==> src/hw/dcc_pkg.sv <==
/*
 * Constants shared by the dual comparator control block: field widths,
 * reset values and input multiplexer codes.
 * Assumes nothing of its surroundings.
 */
package dcc_pkg;

    // Field widths
    localparam int HYST_W = 2;
    localparam int MODE_W = 2;
    localparam int SEL_W  = 4;
    localparam int POS_PINS = 12;
    localparam int NEG_PINS = 11;

    // Reset values
    localparam logic              ENABLE_RST   = 1'b0;
    localparam logic              FLAG_RST     = 1'b0;
    localparam logic              IRQ_EN_RST   = 1'b0;
    localparam logic [HYST_W-1:0] HYST_RST     = 2'h0;
    localparam logic [MODE_W-1:0] MODE_RST     = 2'h2;
    localparam logic [SEL_W-1:0]  POS_SEL_RST  = 4'hf;
    localparam logic [SEL_W-1:0]  NEG_SEL_RST  = 4'hf;

    // Response modes: fastest, highest current first
    localparam logic [MODE_W-1:0] MODE_FASTEST = 2'h0;
    localparam logic [MODE_W-1:0] MODE_SLOWEST = 2'h3;

    // Hysteresis codes
    localparam logic [HYST_W-1:0] HYST_OFF     = 2'h0;
    localparam logic [HYST_W-1:0] HYST_MAX     = 2'h3;

    // Positive multiplexer codes
    localparam logic [SEL_W-1:0]  POS_PIN_LAST = 4'hb;
    localparam logic [SEL_W-1:0]  POS_CSENSE   = 4'hc;
    localparam logic [SEL_W-1:0]  POS_HALF     = 4'hd;
    localparam logic [SEL_W-1:0]  POS_SUPPLY_A = 4'he;
    localparam logic [SEL_W-1:0]  POS_SUPPLY_B = 4'hf;

    // Negative multiplexer codes
    localparam logic [SEL_W-1:0]  NEG_PIN_LAST = 4'ha;
    localparam logic [SEL_W-1:0]  NEG_RESERVED = 4'hb;
    localparam logic [SEL_W-1:0]  NEG_CSENSE   = 4'hc;
    localparam logic [SEL_W-1:0]  NEG_HALF     = 4'hd;
    localparam logic [SEL_W-1:0]  NEG_REGOUT   = 4'he;
    localparam logic [SEL_W-1:0]  NEG_GND      = 4'hf;

endpackage : dcc_pkg

==> src/hw/dcc_top.sv <==
/*
 * Dual comparator control: settings registers, analog controls, input
 * multiplexer decode, output synchronisation, sticky edge flags, masked
 * edge interrupts and the comparator zero reset and kill triggers.
 * Assumes software write strobes and analog comparator outputs are
 * presented to it; raw outputs are taken as asynchronous to mclk.
 */
`timescale 1ns/1ps
module dcc_top #(
    parameter int N_CMP = 2
) (
    // Clock and reset
    input  wire logic                                  mclk,
    input  wire logic                                  rst_n,
    // Control write: enable, edge flags, hysteresis
    input  wire logic [N_CMP-1:0]                      ctrl_wr,
    input  wire logic [N_CMP-1:0]                      cmp_enable_bit,
    input  wire logic [N_CMP-1:0]                      rise_flag_wdata,
    input  wire logic [N_CMP-1:0]                      fall_flag_wdata,
    input  wire logic [N_CMP-1:0][dcc_pkg::HYST_W-1:0] pos_hysteresis_sel,
    input  wire logic [N_CMP-1:0][dcc_pkg::HYST_W-1:0] neg_hysteresis_sel,
    // Mode write: interrupt enables, response mode
    input  wire logic [N_CMP-1:0]                      mode_wr,
    input  wire logic [N_CMP-1:0]                      rise_irq_enable,
    input  wire logic [N_CMP-1:0]                      fall_irq_enable,
    input  wire logic [N_CMP-1:0][dcc_pkg::MODE_W-1:0] response_mode_sel,
    // Input select write
    input  wire logic [N_CMP-1:0]                      mux_wr,
    input  wire logic [N_CMP-1:0][dcc_pkg::SEL_W-1:0]  pos_input_sel,
    input  wire logic [N_CMP-1:0][dcc_pkg::SEL_W-1:0]  neg_input_sel,
    // Raw analog comparator outputs
    input  wire logic [N_CMP-1:0]                      cmp_raw,
    // Settings readback
    output logic      [N_CMP-1:0]                      enable_q,
    output logic      [N_CMP-1:0]                      rise_irq_enable_q,
    output logic      [N_CMP-1:0]                      fall_irq_enable_q,
    output logic      [N_CMP-1:0][dcc_pkg::MODE_W-1:0] response_mode_q,
    output logic      [N_CMP-1:0][dcc_pkg::SEL_W-1:0]  pos_input_sel_q,
    output logic      [N_CMP-1:0][dcc_pkg::SEL_W-1:0]  neg_input_sel_q,
    // Status
    output logic      [N_CMP-1:0]                      cmp_output_state,
    output logic      [N_CMP-1:0]                      rise_edge_flag,
    output logic      [N_CMP-1:0]                      fall_edge_flag,
    output logic      [N_CMP-1:0]                      cmp_irq,
    // Analog controls
    output logic      [N_CMP-1:0]                      cmp_power_en,
    output logic      [N_CMP-1:0][dcc_pkg::MODE_W-1:0] supply_current_sel,
    output logic      [N_CMP-1:0][dcc_pkg::HYST_W-1:0] pos_hyst_ctl,
    output logic      [N_CMP-1:0][dcc_pkg::HYST_W-1:0] neg_hyst_ctl,
    output logic      [N_CMP-1:0][dcc_pkg::POS_PINS-1:0] pos_pin_sel,
    output logic      [N_CMP-1:0]                      pos_csense_sel,
    output logic      [N_CMP-1:0]                      pos_half_sel,
    output logic      [N_CMP-1:0]                      pos_supply_sel,
    output logic      [N_CMP-1:0][dcc_pkg::NEG_PINS-1:0] neg_pin_sel,
    output logic      [N_CMP-1:0]                      neg_csense_sel,
    output logic      [N_CMP-1:0]                      neg_half_sel,
    output logic      [N_CMP-1:0]                      regulator_out_input,
    output logic      [N_CMP-1:0]                      neg_gnd_sel,
    // Crossbar outputs
    output logic      [N_CMP-1:0]                      cmp_sync_out,
    output logic      [N_CMP-1:0]                      cmp_async_out,
    // Comparator zero triggers
    output logic                                       zero_reset_req,
    output logic                                       counter_array_kill
);

    if (N_CMP < 1 || N_CMP > 8)
    begin : g_bad_n_cmp
        $error("dcc_top: N_CMP must lie between 1 and 8");
    end

    // One-hot positive decode, cap sense, half, supply in the top bits
    function automatic logic [dcc_pkg::POS_PINS+2:0] pos_decode(
        input logic [dcc_pkg::SEL_W-1:0] code
    );
        logic [dcc_pkg::POS_PINS+2:0] d;
        d = '0;
        if (code <= dcc_pkg::POS_PIN_LAST)
            d[code] = 1'b1;
        else if (code == dcc_pkg::POS_CSENSE)
            d[dcc_pkg::POS_PINS] = 1'b1;
        else if (code == dcc_pkg::POS_HALF)
            d[dcc_pkg::POS_PINS+1] = 1'b1;
        else
            d[dcc_pkg::POS_PINS+2] = 1'b1;
        return d;
    endfunction : pos_decode

    // One-hot negative decode; the reserved code selects nothing
    function automatic logic [dcc_pkg::NEG_PINS+3:0] neg_decode(
        input logic [dcc_pkg::SEL_W-1:0] code
    );
        logic [dcc_pkg::NEG_PINS+3:0] d;
        d = '0;
        if (code <= dcc_pkg::NEG_PIN_LAST)
            d[code] = 1'b1;
        else if (code == dcc_pkg::NEG_CSENSE)
            d[dcc_pkg::NEG_PINS] = 1'b1;
        else if (code == dcc_pkg::NEG_HALF)
            d[dcc_pkg::NEG_PINS+1] = 1'b1;
        else if (code == dcc_pkg::NEG_REGOUT)
            d[dcc_pkg::NEG_PINS+2] = 1'b1;
        else if (code == dcc_pkg::NEG_GND)
            d[dcc_pkg::NEG_PINS+3] = 1'b1;
        return d;
    endfunction : neg_decode

    logic [N_CMP-1:0] sync1_r;
    logic [N_CMP-1:0] sync2_r;
    logic [N_CMP-1:0] prev_r;
    logic [N_CMP-1:0] rise_ev;
    logic [N_CMP-1:0] fall_ev;
    logic [N_CMP-1:0] rise_clr;
    logic [N_CMP-1:0] fall_clr;
    logic [N_CMP-1:0] level_nxt;
    logic [N_CMP-1:0] rise_nxt;
    logic [N_CMP-1:0] fall_nxt;

    // Gated level: a disabled comparator reads and routes as low
    assign level_nxt = sync2_r & enable_q;
    assign rise_ev   = sync2_r & enable_q & ~prev_r;
    assign fall_ev   = prev_r & ~(sync2_r & enable_q);
    assign rise_clr  = ctrl_wr & ~rise_flag_wdata;
    assign fall_clr  = ctrl_wr & ~fall_flag_wdata;
    // Set wins over a clear in the same cycle
    assign rise_nxt  = rise_ev | (rise_edge_flag & ~rise_clr);
    assign fall_nxt  = fall_ev | (fall_edge_flag & ~fall_clr);

    // Unsynchronised crossbar copy, forced low while disabled
    assign cmp_async_out = cmp_raw & enable_q;

    // Settings registers
    always_ff @(posedge mclk or negedge rst_n)
    begin
        if (!rst_n)
        begin
            enable_q          <= {N_CMP{dcc_pkg::ENABLE_RST}};
            rise_irq_enable_q <= {N_CMP{dcc_pkg::IRQ_EN_RST}};
            fall_irq_enable_q <= {N_CMP{dcc_pkg::IRQ_EN_RST}};
            response_mode_q   <= {N_CMP{dcc_pkg::MODE_RST}};
            pos_hyst_ctl      <= {N_CMP{dcc_pkg::HYST_RST}};
            neg_hyst_ctl      <= {N_CMP{dcc_pkg::HYST_RST}};
            pos_input_sel_q   <= {N_CMP{dcc_pkg::POS_SEL_RST}};
            neg_input_sel_q   <= {N_CMP{dcc_pkg::NEG_SEL_RST}};
        end
        else
        begin
            for (int i = 0; i < N_CMP; i++)
            begin
                if (ctrl_wr[i])
                begin
                    enable_q[i]     <= cmp_enable_bit[i];
                    pos_hyst_ctl[i] <= pos_hysteresis_sel[i];
                    neg_hyst_ctl[i] <= neg_hysteresis_sel[i];
                end
                if (mode_wr[i])
                begin
                    rise_irq_enable_q[i] <= rise_irq_enable[i];
                    fall_irq_enable_q[i] <= fall_irq_enable[i];
                    response_mode_q[i]   <= response_mode_sel[i];
                end
                if (mux_wr[i])
                begin
                    pos_input_sel_q[i] <= pos_input_sel[i];
                    neg_input_sel_q[i] <= neg_input_sel[i];
                end
            end
        end
    end

    // Analog controls follow the settings
    always_ff @(posedge mclk or negedge rst_n)
    begin
        if (!rst_n)
        begin
            cmp_power_en       <= {N_CMP{dcc_pkg::ENABLE_RST}};
            supply_current_sel <= {N_CMP{~dcc_pkg::MODE_RST}};
        end
        else
        begin
            for (int i = 0; i < N_CMP; i++)
            begin
                cmp_power_en[i]       <= enable_q[i];
                supply_current_sel[i] <= ~response_mode_q[i];
            end
        end
    end

    // Multiplexer decode, registered
    always_ff @(posedge mclk or negedge rst_n)
    begin
        if (!rst_n)
        begin
            pos_pin_sel         <= '0;
            pos_csense_sel      <= '0;
            pos_half_sel        <= '0;
            pos_supply_sel      <= '1;
            neg_pin_sel         <= '0;
            neg_csense_sel      <= '0;
            neg_half_sel        <= '0;
            regulator_out_input <= '0;
            neg_gnd_sel         <= '1;
        end
        else
        begin
            for (int i = 0; i < N_CMP; i++)
            begin
                {pos_supply_sel[i], pos_half_sel[i], pos_csense_sel[i], pos_pin_sel[i]}
                    <= pos_decode(pos_input_sel_q[i]);
                {neg_gnd_sel[i], regulator_out_input[i], neg_half_sel[i],
                 neg_csense_sel[i], neg_pin_sel[i]}
                    <= neg_decode(neg_input_sel_q[i]);
            end
        end
    end

    // Two-stage synchroniser and previous sample
    always_ff @(posedge mclk or negedge rst_n)
    begin
        if (!rst_n)
        begin
            sync1_r <= '0;
            sync2_r <= '0;
            prev_r  <= '0;
        end
        else
        begin
            sync1_r <= cmp_raw;
            sync2_r <= sync1_r;
            prev_r  <= level_nxt;
        end
    end

    // Level outputs, edge flags and interrupt
    always_ff @(posedge mclk or negedge rst_n)
    begin
        if (!rst_n)
        begin
            cmp_output_state <= '0;
            cmp_sync_out     <= '0;
            rise_edge_flag   <= {N_CMP{dcc_pkg::FLAG_RST}};
            fall_edge_flag   <= {N_CMP{dcc_pkg::FLAG_RST}};
            cmp_irq          <= '0;
        end
        else
        begin
            cmp_output_state <= level_nxt;
            cmp_sync_out     <= level_nxt;
            rise_edge_flag   <= rise_nxt;
            fall_edge_flag   <= fall_nxt;
            cmp_irq          <= (rise_edge_flag & rise_irq_enable_q)
                              | (fall_edge_flag & fall_irq_enable_q);
        end
    end

    // Comparator zero triggers
    always_ff @(posedge mclk or negedge rst_n)
    begin
        if (!rst_n)
        begin
            zero_reset_req     <= 1'b0;
            counter_array_kill <= 1'b0;
        end
        else
        begin
            zero_reset_req     <= level_nxt[0];
            counter_array_kill <= level_nxt[0];
        end
    end

    for (genvar g = 0; g < N_CMP; g++)
    begin : g_chk

    end
endmodule : dcc_top

==> config.mk <==
export PLATFORM = sky130hd
export DESIGN_NAME = dcc_top
export DESIGN_NICKNAME = d
export VERILOG_FILES = /design/src/hw/dcc_pkg.sv /design/src/hw/dcc_top.sv
export SDC_FILE = /design/constraint.sdc
export NUM_CORES = 1
export LEC_CHECK = 0
export ABC_AREA = 1
export BUFFER_PORTS_ARGS = -buffer_cell sky130_fd_sc_hd__buf_2
export CAP_MARGIN = 10
export CORE_AREA = 2 2 90 92
export CTS_CLUSTER_DIAMETER = 80
export DETAILED_ROUTE_END_ITERATION = 7
export DIE_AREA = 0 0 92 94
export PLACE_DENSITY = 0.88
export SETUP_SLACK_MARGIN = 0.4
export SKIP_CTS_REPAIR_TIMING = 1
export SYNTH_ARGS = -nofsm -noshare
export SYNTH_HDL_FRONTEND = slang
export SYNTH_SLANG_ARGS = --single-unit
==> constraint.sdc <==
create_clock -name mclk -period 1.6 [get_ports mclk]
set_clock_uncertainty 0.05 [all_clocks]
set_input_delay 0.16 -clock mclk [delete_from_list [all_inputs] [get_ports mclk]]
set_output_delay 0.16 -clock mclk [all_outputs]
set_load 0.005 [all_outputs]
==> Word-level counts from Yosys, hierarchy flattened <==
Index checks and enable logic that the tools add are counted.
{ "op_classes": {"n_bitwise": 21, "mux": 38, "magnitude_cmp": 12, "reduce_logical": 4, "n_eq_ne": 12} }
{ "ops": {"columns": ["op", "count"], "rows": [
  ["equality test 4 bit (second input constant)", 12],
  ["two-way mux 12 bit", 2],
  ["two-way mux 11 bit", 2],
  ["AND 2 bit", 10],
  ["less-than comparator 4 x 5 -> 1 bit (second input constant)", 4],
  ["two-way mux 1 bit", 20],
  ["demux 1 bit (select 4 bit)", 4],
  [">= comparator 4 x 1 -> 1 bit (second input constant)", 4],
  ["less-or-equal comparator 4 bit (second input constant)", 4],
  ["inverter 2 bit", 8],
  ["two-way mux 3 bit", 4],
  ["two-way mux 2 bit", 4],
  ["two-way mux 4 bit", 2],
  ["OR 2 bit", 3],
  ["logical AND 1 bit", 4]
]} }
{ "word_totals": {"inputBits": 48, "elab_cells": 124, "regBits": 113, "output_inout_bits": 114} }

==> Longest topological paths before layout <==
Gate-level depths: netlist of run 1.
{ "logic_depth": {"depth_word": 6, "ltp_mapped": 4} }

==> Worst setup path before layout of run 1 <==
Ideal clock, no wire load.
{ "synth_path": {"path_kind": "flip-flop to flip-flop", "start": "reg pos_input_sel_q[5] (netlist name)", "end": "reg pos_pin_sel[13] (netlist name)", "arrival_time_ns": 0.746, "required_time_ns": 1.430, "stages_incl_launch_ff": 4, "setup_time_ns": 0.120, "path_slack_ns": 0.684, "path_cell_list": "dfstp_2 -> inv_1 -> nand2_1 -> nor2_1"} }
{ "synth_between": {"elab_chain_len": 5, "word_cells_on_any_way": 7} }
{ "synth_lines": {"columns": ["element", "line", "source"], "rows": [
  ["start: declaration", "dcc_top.sv:38", "output logic [N_CMP-1:0][dcc_pkg::SEL_W-1:0] pos_input_sel_q,"],
  ["start signal: assignment", "dcc_top.sv:143", "pos_input_sel_q <= {N_CMP{dcc_pkg::POS_SEL_RST}};"],
  ["start signal: indexed assignment", "dcc_top.sv:164", "pos_input_sel_q[i] <= pos_input_sel[i];"],
  ["less-than comparator 4 x 5 -> 1 bit (not written as such) or >= comparator 4 x 1 -> 1 bit (tied branches)", "dcc_top.sv:79", "d[code] = 1'b1;"],
  ["logical AND 1 bit (not written as such)", "dcc_top.sv:79", null],
  ["two-way mux 1 bit (not written as such)", "dcc_top.sv:79", null],
  ["demux 1 bit (select 4 bit)", "dcc_top.sv:79", null],
  ["two-way mux 12 bit (*)", "dcc_top.sv:78", "if (code <= dcc_pkg::POS_PIN_LAST)"],
  ["end signal: assignment", "dcc_top.sv:194", "pos_pin_sel <= '0;"],
  ["end: declaration", "dcc_top.sv:50", "output logic [N_CMP-1:0][dcc_pkg::POS_PINS-1:0] pos_pin_sel,"]
]} }
Every way passes the cells marked *; elsewhere a longest branch is shown, timed or not.
A chain may end at the register's enable or synchronous reset.

==> Final worst setup path of run 1 <==
{ "layout_path": {"start": "reg neg_input_sel_q[7] (netlist name)", "end": "out neg_input_sel_q[7] (netlist name)"} }
{ "layout_lines": {"columns": ["element", "line", "source"], "rows": [
  ["start: declaration", "dcc_top.sv:39", "output logic [N_CMP-1:0][dcc_pkg::SEL_W-1:0] neg_input_sel_q,"],
  ["start signal: assignment", "dcc_top.sv:144", "neg_input_sel_q <= {N_CMP{dcc_pkg::NEG_SEL_RST}};"],
  ["start signal: indexed assignment", "dcc_top.sv:165", "neg_input_sel_q[i] <= neg_input_sel[i];"]
]} }
No word-level cell between the ends.

==> results_dict.tcl, run 1 <==
set metrics [dict create \
    port_buffers 161 \
    via_per_inst 4.57 \
    synth_cells 350 \
    final_max_slew_viol_count 0 \
    ys_seq_area_frac 0.745 \
    initial_core_util 0.500 \
    setup.worst_path.end_class "output pin" \
    arrival_ns 1.02 \
    status "complete, but fails checks" \
    dp_hpwl_um 6380 \
    grt_max_degree 43 \
    clock_tree.root_cell "clkbuf_8" \
    grt_pass1_wl_um 13300 \
    setup_viol 0 \
    synth_area_per_cell_um2 10.9 \
    synth.distinct_cells 11 \
    die_x_um 92 \
    hold_ws_ns -0.124 \
    critPathTopFamily "flip-flops" \
    crit_type "register to output pin" \
    drtIter0Drc 116 \
    grtUsageTotal 0.198 \
    ys_seq_elements 112 \
    synthAdderAreaFrac 0 \
    hold_viol 15 \
    dieHeight_um 94 \
    slew_headroom 0.727 \
    nFillCells 571 \
    min_period_ns 1.23 \
    fin_tns_setup_ns 0 \
    cts_tree "done" \
    overflow 0 \
    violations "negative hold slack" \
    p_total_mw 5.42 \
    slowest_delay_ns 0.58 \
    cts_buffers 9 \
    required_ns 1.39 \
    crit_buf_inv 1 \
    antenna_cells 0 \
    io_pins 162 \
    wl_per_cell_um 13.5 \
    place_congestion 0.828 \
    layout.cells.non_filler 654 \
    crit_chain "buf_6" \
    vias 2988 \
    yosys.area.top_type "dfrtp_1" \
    clock-sinks 112 \
    first_pass_iters 4 \
    cts.clk_slew.worst_paths_ns 0.10 \
    fmax_ghz 0.812 \
    dp.cells 607 \
    drcViolationCount 0 \
    synth_top_area_share 0.579 \
    htree_levels 3 \
    power_density_mw_per_mm2 1030 \
    grt_pass1_vias 2794 \
    fp-row-count 32 \
    syn_nets 398 \
    layout-drive-gt1-share 0.395 \
    synthesis.area_mm2 0.00380 \
    yosys_warnings 0 \
    worstMarginPinSlew_ns 0.409 \
    ant_nets 0 \
    syn_to_final_growth_pct 38.8 \
    worstHoldPathType "input pin to register" \
    worstSkewPairLatency_ns 0.35 \
    synth-xor-area-share 0 \
    drv_cap 0 \
    die_area_mm2 0.00865 \
    nNetsFinal 595 \
    path_max_fanout 4 \
    cp-start-kind "register" \
    synth-simple-area-share 0.151 \
    synth_compound_area_frac 0.0447 \
    wl_um 8830 \
    antenna_found_initial 0 \
    rsz0062_at_grt "yes" \
    clock_path_buffers 2 \
    synthMuxAreaShare 0 \
    slowest_stage "dfstp_2" \
    p_leak_nw 2.97 \
    synth_top_family_by_area "simple AND/OR/NAND/NOR gates" \
    ir_worst_vdd_mv 0.596 \
    period_share 0.769 \
    synthTopCellsByArea "dfrtp_1, dfstp_2, nand2_1" \
    core_area_mm2 0.00761 \
]
[power by group]
part / switching [mW] / leakage [nW] / total, mW / internal, mW
logic: 0.413 / 1.48 / 0.783 / 0.370
registers: 0.110 / 1.40 / 3.17 / 3.06
clock network: 0.855 / 0.0866 / 1.47 / 0.615
[routing by layer]
layer | up-vias | track usage | part of all wire
met5 | - | 0 | 0
met4 | 0 | 0.0510 | 0.011
met3 | 9 | 0.0610 | 0.085
met2 | 130 | 0.336 | 0.50
met1 | 1409 | 0.252 | 0.40
li1 | 1440 | - | -
[path summary, 6_finish.rpt]
check                                   start  cells after the start  slack [ns]                 end
max                        neg_input_sel_q[7]                      1        0.37  neg_input_sel_q[7]
min                                cmp_raw[1]                      1       -0.12          sync1_r[1]
max reg2reg                pos_input_sel_q[2]                      4        0.49      pos_pin_sel[6]
min reg2reg                        sync1_r[0]                      0        0.30          sync2_r[0]
max in group asynchronous               rst_n                      3        0.65  neg_input_sel_q[1]
min in group asynchronous               rst_n                      2        0.23     pos_half_sel[0]
[cells in the mapped netlist, drive strengths merged]
master,number
inv,44
dfstp,24
buf,8
o21ai,34
nand3,2
dfrtp,88
nand2,90
nor2,60
[sequential cells by signal, indices dropped and copies added, names as in the netlist, 4 cells and up]
signal and flops:
pos_input_sel_q 8, supply_current_sel 4, neg_pin_sel 22, pos_pin_sel 24, neg_hyst_ctl 4, neg_input_sel_q 8
pos_hyst_ctl 4, response_mode_q 4
[layout by cell type, fill, tap and decap left out, drive strengths merged]
master,Yosys,routed
buf,8,178
clkbuf,0,12
clkinv,0,3
clkinvlp,0,1
dfrtp,88,88
dfstp,24,24
dlygate4sd3,0,16
inv,44,44
nand2,90,90
nand3,2,2
nor2,60,60
o21ai,34,34
[area by class of cell]
type	instances	area (um^2)	share of cell area
multi-input cells	186	743	0.141
inverters	44	165	0.0313
repair buffers	194	1230	0.234
flip-flops and latches	112	2840	0.537
clock inverters	4	30.0	0.00569
clock buffers	12	145	0.0275
well taps	102	128	0.0242
[through the flow]
step,worst slack [ns],util,cell area (um^2)
after CTS,0.332,0.643,4890
after detailed placement,0.616,0.620,4720
after global routing,0.330,0.694,5280
after global placement,0.626,0.620,4720
after floorplan,0.684,-,3800
final,0.369,0.694,5280
[cell families (layout without fill, tap and decap cells)]
| group | after synthesis | count (layout) |
|---|---|---|
| simple gates | 152 | 152 |
| flops | 112 | 112 |
| buf+inv | 52 | 254 |
| compound gates | 34 | 34 |
(Power assumes the default switching activity.)
==> run 2, diff against run 1 <==
--- a/config.mk
+++ b/config.mk
@@ -5,14 +5,14 @@
 export SDC_FILE = /design/constraint.sdc
 export NUM_CORES = 1
 export LEC_CHECK = 0
-export ABC_AREA = 1
+export ABC_AREA = 0
 export BUFFER_PORTS_ARGS = -buffer_cell sky130_fd_sc_hd__buf_2
 export CAP_MARGIN = 10
-export CORE_AREA = 2 2 90 92
+export CORE_AREA = 2 2 95 97
 export CTS_CLUSTER_DIAMETER = 80
 export DETAILED_ROUTE_END_ITERATION = 7
-export DIE_AREA = 0 0 92 94
-export PLACE_DENSITY = 0.88
+export DIE_AREA = 0 0 97 99
+export PLACE_DENSITY = 0.82
 export SETUP_SLACK_MARGIN = 0.4
 export SKIP_CTS_REPAIR_TIMING = 1
 export SYNTH_ARGS = -nofsm -noshare
==> constraint.sdc (replaced) <==
create_clock -name mclk -period 1.3 [get_ports mclk]
set_clock_uncertainty 0.05 [all_clocks]
set_input_delay 0.13 -clock mclk [delete_from_list [all_inputs] [get_ports mclk]]
set_output_delay 0.13 -clock mclk [all_outputs]
set_load 0.005 [all_outputs]
==> results_dict.tcl, run 2 <==
set metrics [dict create \
    ys_seq_area_frac 0.718 \
    yosys_warnings 0 \
    io_pins 162 \
    arrival_ns 1.11 \
    async_reset_ff_frac 1.00 \
    htree_levels 3 \
    path_max_fanout 6 \
    status "complete, no violations" \
    overflow 0 \
    slowest_stage "dfstp_2" \
    crit_type "register to output pin" \
    crit_cells 1 \
    layout.cells.non_filler 649 \
    die_x_um 97 \
    antenna_cells 0 \
    vias 3099 \
    syn_to_final_growth_pct 63.7 \
    syn_nets 316 \
    yosys.area.top_type "dfrtp_1" \
    min_period_ns 1.29 \
    final_common_cell "buf_2" \
    dp.cells 526 \
    period_share 0.996 \
    crit_chain "buf_6" \
    synthTopCellsByArea "dfrtp_1, dfstp_2, mux2_2" \
    worstHoldPathType "input pin to register" \
    grt_pass1_vias 2588 \
    cp-start-kind "register" \
    clock-sinks 112 \
    cts.clk_slew.worst_paths_ns 0.10 \
    whs_path_depth 3 \
    drtIter0Drc 60 \
    worstSkewPairLatency_ns 0.36 \
    synth_common_cells "dfrtp_1, mux2_2, nor2_1, dfstp_2, nor3_1" \
    place_congestion 0.754 \
    p_total_mw 7.62 \
    ant_nets 0 \
    wl_per_cell_um 16.6 \
    setup.worst_path.end_class "output pin" \
    critPathTopFamily "flip-flops" \
    hold_viol 0 \
    ys.flop_type "dfrtp_1" \
    grtUsageTotal 0.164 \
    synth.distinct_cells 21 \
    wl_um 10800 \
    synthesis.area_mm2 0.00395 \
    power_density_mw_per_mm2 1180 \
    required_ns 1.12 \
    die_area_mm2 0.00960 \
    top_register "pos_pin_sel" \
    ir_worst_vdd_mv 0.697 \
    grt_pass1_wl_um 12600 \
    dieHeight_um 99 \
    setup_viol 0 \
    synth_edf_count 0 \
    layout-drive-gt1-share 0.693 \
    nFillCells 506 \
    largest_register_ffs 24 \
    slew_headroom 0.818 \
    multiInputGateArea_mm2 0.00129 \
    drcViolationCount 0 \
    crit_buf_inv 1 \
    synth_area_per_cell_um2 14.7 \
    synth_cells 268 \
    ff_latch_area_mm2 0.00284 \
    clock_path_buffers 2 \
    fin_tns_setup_ns 0 \
    final_max_slew_viol_count 0 \
    ys_seq_elements 112 \
    fmax_ghz 0.773 \
    initial_core_util 0.462 \
    worstMarginPinSlew_ns 0.273 \
    port_buffers 161 \
    p_leak_nw 3.34 \
    rsz0062_at_grt "yes" \
    fp-row-count 34 \
    grt_max_degree 41 \
    cts_buffers 9 \
    clock_tree.root_cell "clkbuf_8" \
    reg_top3 "pos_pin_sel (24), neg_pin_sel (22)" \
    final_cell_mix "buf_2, dfrtp_1, buf_6" \
    first_pass_iters 6 \
    antenna_found_initial 0 \
    cts_tree "done" \
    core_area_mm2 0.00855 \
    synth_top_area_share 0.558 \
    dp_hpwl_um 5790 \
    nNetsFinal 584 \
    via_per_inst 4.78 \
    synth_most_common_cell "dfrtp_1" \
    slowest_delay_ns 0.64 \
    drv_cap 0 \
    worstRegToRegCells 5 \
]
run 2: cell count changes after synthesis, moves of 4 or more:
cell      before  now
nor4_1         0    4
nand2b_1       0   12
o21ai_0       33    4
nor2_1        60   30
nor3_1         0   19
nor3_2         0    5
mux2_2         0   30
buf_6          2    9
nand2_2        0    4
inv_1         44    6
a22o_1         0    4
nand2_1       90   10
nand2b_4       0    6
run 2: final timing paths:
path | startpoint | end | slack (ns)
max | pos_input_sel_q[5] | pos_input_sel_q[5] | 0.006
min | fall_flag_wdata[0] | fall_edge_flag[0] | 0.02
max reg2reg | pos_input_sel_q[5] | pos_pin_sel[15] | 0.02
min reg2reg | sync1_r[1] | sync2_r[1] | 0.31
max in group asynchronous | rst_n | pos_supply_sel[0] | 0.47
min in group asynchronous | rst_n | neg_hyst_ctl[1] | 0.13
run 2: metrics by stage:
stage	hold WS [ns]	area (um^2)	worst slack, ns	util
finish	0.0190	6460	0.00579	0.756
global route	0.0255	6460	-0.0360	0.756
CTS	-0.431	5080	-0.120	0.594
detailed placement	-0.0243	4900	0.218	0.573
global placement	-0.0248	4900	0.232	0.573
floorplan	-0.216	4060	0.299	-
run 2: cells by family (layout without fill, tap and decap cells):
group                  count (synthesis)  count (layout)  synth area share
AOI/OAI and AO/OA                     10              10            0.0184
buffers and inverters                 20             293            0.0403
DFF                                  112             112             0.718
muxes                                 30              30            0.0856
and+or+nand+nor                       96              96             0.138
run 2: cell type report:
| class | instances | area share |
|---|---|---|
| flip-flops and latches | 112 | 0.439 |
| repair buffers | 271 | 0.309 |
| multi-input cells | 136 | 0.200 |
| well taps | 108 | 0.0209 |
| clock buffers | 9 | 0.0192 |
| clock inverters | 7 | 0.00813 |
| inverters | 6 | 0.00348 |
run 2: where the power goes:
part	total (mW)	internal (mW)	switching [mW]
combinational	1.72	0.992	0.727
clock	1.91	0.720	1.19
sequential	3.99	3.80	0.195
total	7.62	5.51	2.11
run 2: routing by layer:
metal  share of wire  track usage  vias to the layer above
met4           0.016       0.0531                        0
li1                -            -                     1429
met1            0.38        0.211                     1545
met5               0            0                        -
met3           0.052       0.0504                       17
met2            0.55        0.267                      108
==> run 3, diff against run 2 <==
--- a/config.mk
+++ b/config.mk
@@ -12,6 +12,7 @@
 export CTS_CLUSTER_DIAMETER = 80
 export DETAILED_ROUTE_END_ITERATION = 7
 export DIE_AREA = 0 0 97 99
+export MAX_ROUTING_LAYER = met4
 export PLACE_DENSITY = 0.82
 export SETUP_SLACK_MARGIN = 0.4
 export SKIP_CTS_REPAIR_TIMING = 1
==> results_dict.tcl, run 3 (synthesis gave the netlist of run 2 again) <==
set metrics [dict create \
    min_period_ns 1.29 \
    io_pins 162 \
    setup.worst_path.end_class "output pin" \
    fmax_ghz 0.774 \
    die_area_mm2 0.00960 \
    critPathTopFamily "flip-flops" \
    path_max_fanout 6 \
    nNetsFinal 584 \
    crit_chain "buf_6" \
    largest_register_ffs 24 \
    first_pass_iters 4 \
    ff_latch_area_mm2 0.00284 \
    whs_path_depth 3 \
    pre_cts_slack_ns 0.218 \
    clock_tree.root_cell "clkbuf_8" \
    antenna_found_initial 0 \
    initial_core_util 0.462 \
    cts.clk_slew.worst_paths_ns 0.11 \
    fp-row-count 34 \
    layout.cells.non_filler 649 \
    setup_slack_ns 0.00840 \
    worstRegToRegCells 5 \
    slowest_delay_ns 0.64 \
    crit_cells 1 \
    nFillCells 506 \
    crit_buf_inv 1 \
    die_x_um 97 \
    wl_per_cell_um 16.6 \
    grt_max_degree 41 \
    via_per_inst 4.75 \
    vias 3082 \
    dp_hpwl_um 5790 \
    multiInputGateArea_mm2 0.00129 \
    period_share 0.994 \
    p_leak_nw 3.34 \
    hold_viol 0 \
    p_total_mw 7.63 \
    drtIter0Drc 61 \
    worstHoldPathType "input pin to register" \
    rsz0062_at_grt "yes" \
    worstSkewPairLatency_ns 0.36 \
    grt_pass1_wl_um 12500 \
    drv_cap 0 \
    syn_to_final_growth_pct 63.7 \
    htree_levels 3 \
    clock_path_buffers 2 \
    cp-start-kind "register" \
    fin_util 0.756 \
    worstMarginPinSlew_ns 0.273 \
    antenna_cells 0 \
    dieHeight_um 99 \
    power_density_mw_per_mm2 1180 \
    cts_tree "done" \
    ant_nets 0 \
    final_max_slew_viol_count 0 \
    place_congestion 0.764 \
    core_area_mm2 0.00855 \
    dp.cells 526 \
    ir_worst_vdd_mv 0.697 \
    final_common_cell "buf_2" \
    arrival_ns 1.11 \
    slowest_stage "dfstp_2" \
    setup_viol 0 \
    crit_type "register to output pin" \
    layout-drive-gt1-share 0.693 \
    drcViolationCount 0 \
    cts_buffers 9 \
    port_buffers 161 \
    status "complete, no violations" \
    grt_pass1_vias 2584 \
    clock-sinks 112 \
    wl_um 10800 \
    reg_top3 "pos_pin_sel (24), neg_pin_sel (22)" \
    overflow 0 \
    grtUsageTotal 0.169 \
    slew_headroom 0.818 \
    required_ns 1.12 \
    top_register "pos_pin_sel" \
    final_cell_mix "buf_2, dfrtp_1, buf_6" \
]
## run 3: final cells by class
type,count,area share
Sequential cell,112,0.439
Timing Repair Buffer,271,0.309
Multi-Input combinational cell,136,0.200
Tap cell,108,0.0209
Clock buffer,9,0.0192
Clock inverter,7,0.00813
Inverter,6,0.00348
## run 3: layer usage
layer	track usage	vias to the layer above	routed length, um
met5	-	-	0
met4	0.0563	0	186
met3	0.0482	17	566
met2	0.270	109	5930
met1	0.210	1533	4100
li1	-	1423	-
## run 3: power by group
part	internal, mW	switching (mW)	leakage [nW]	total, mW
logic	0.992	0.727	1.85	1.72
registers	3.80	0.195	1.40	3.99
clock network	0.721	1.19	0.0908	1.91
## run 3: path summary, 6_finish.rpt
path | start | to | slack, ns
max | pos_input_sel_q[5] | pos_input_sel_q[5] | 0.008
min | fall_flag_wdata[0] | fall_edge_flag[0] | 0.02
max reg2reg | pos_input_sel_q[5] | pos_pin_sel[15] | 0.02
min reg2reg | sync1_r[1] | sync2_r[1] | 0.31
max in group asynchronous | rst_n | pos_supply_sel[0] | 0.47
min in group asynchronous | rst_n | neg_hyst_ctl[1] | 0.13
## run 3: metrics by stage
step,hold slack [ns],TNS [ns],instance area (um^2)
5_1_grt,0.0256,-0.211,6460
2_1_floorplan,-0.216,0,4060
3_3_place_gp,-0.0248,0,4900
4_1_cts,-0.431,-1.29,5080
6_report,0.0191,0,6460
3_5_place_dp,-0.0243,0,4900
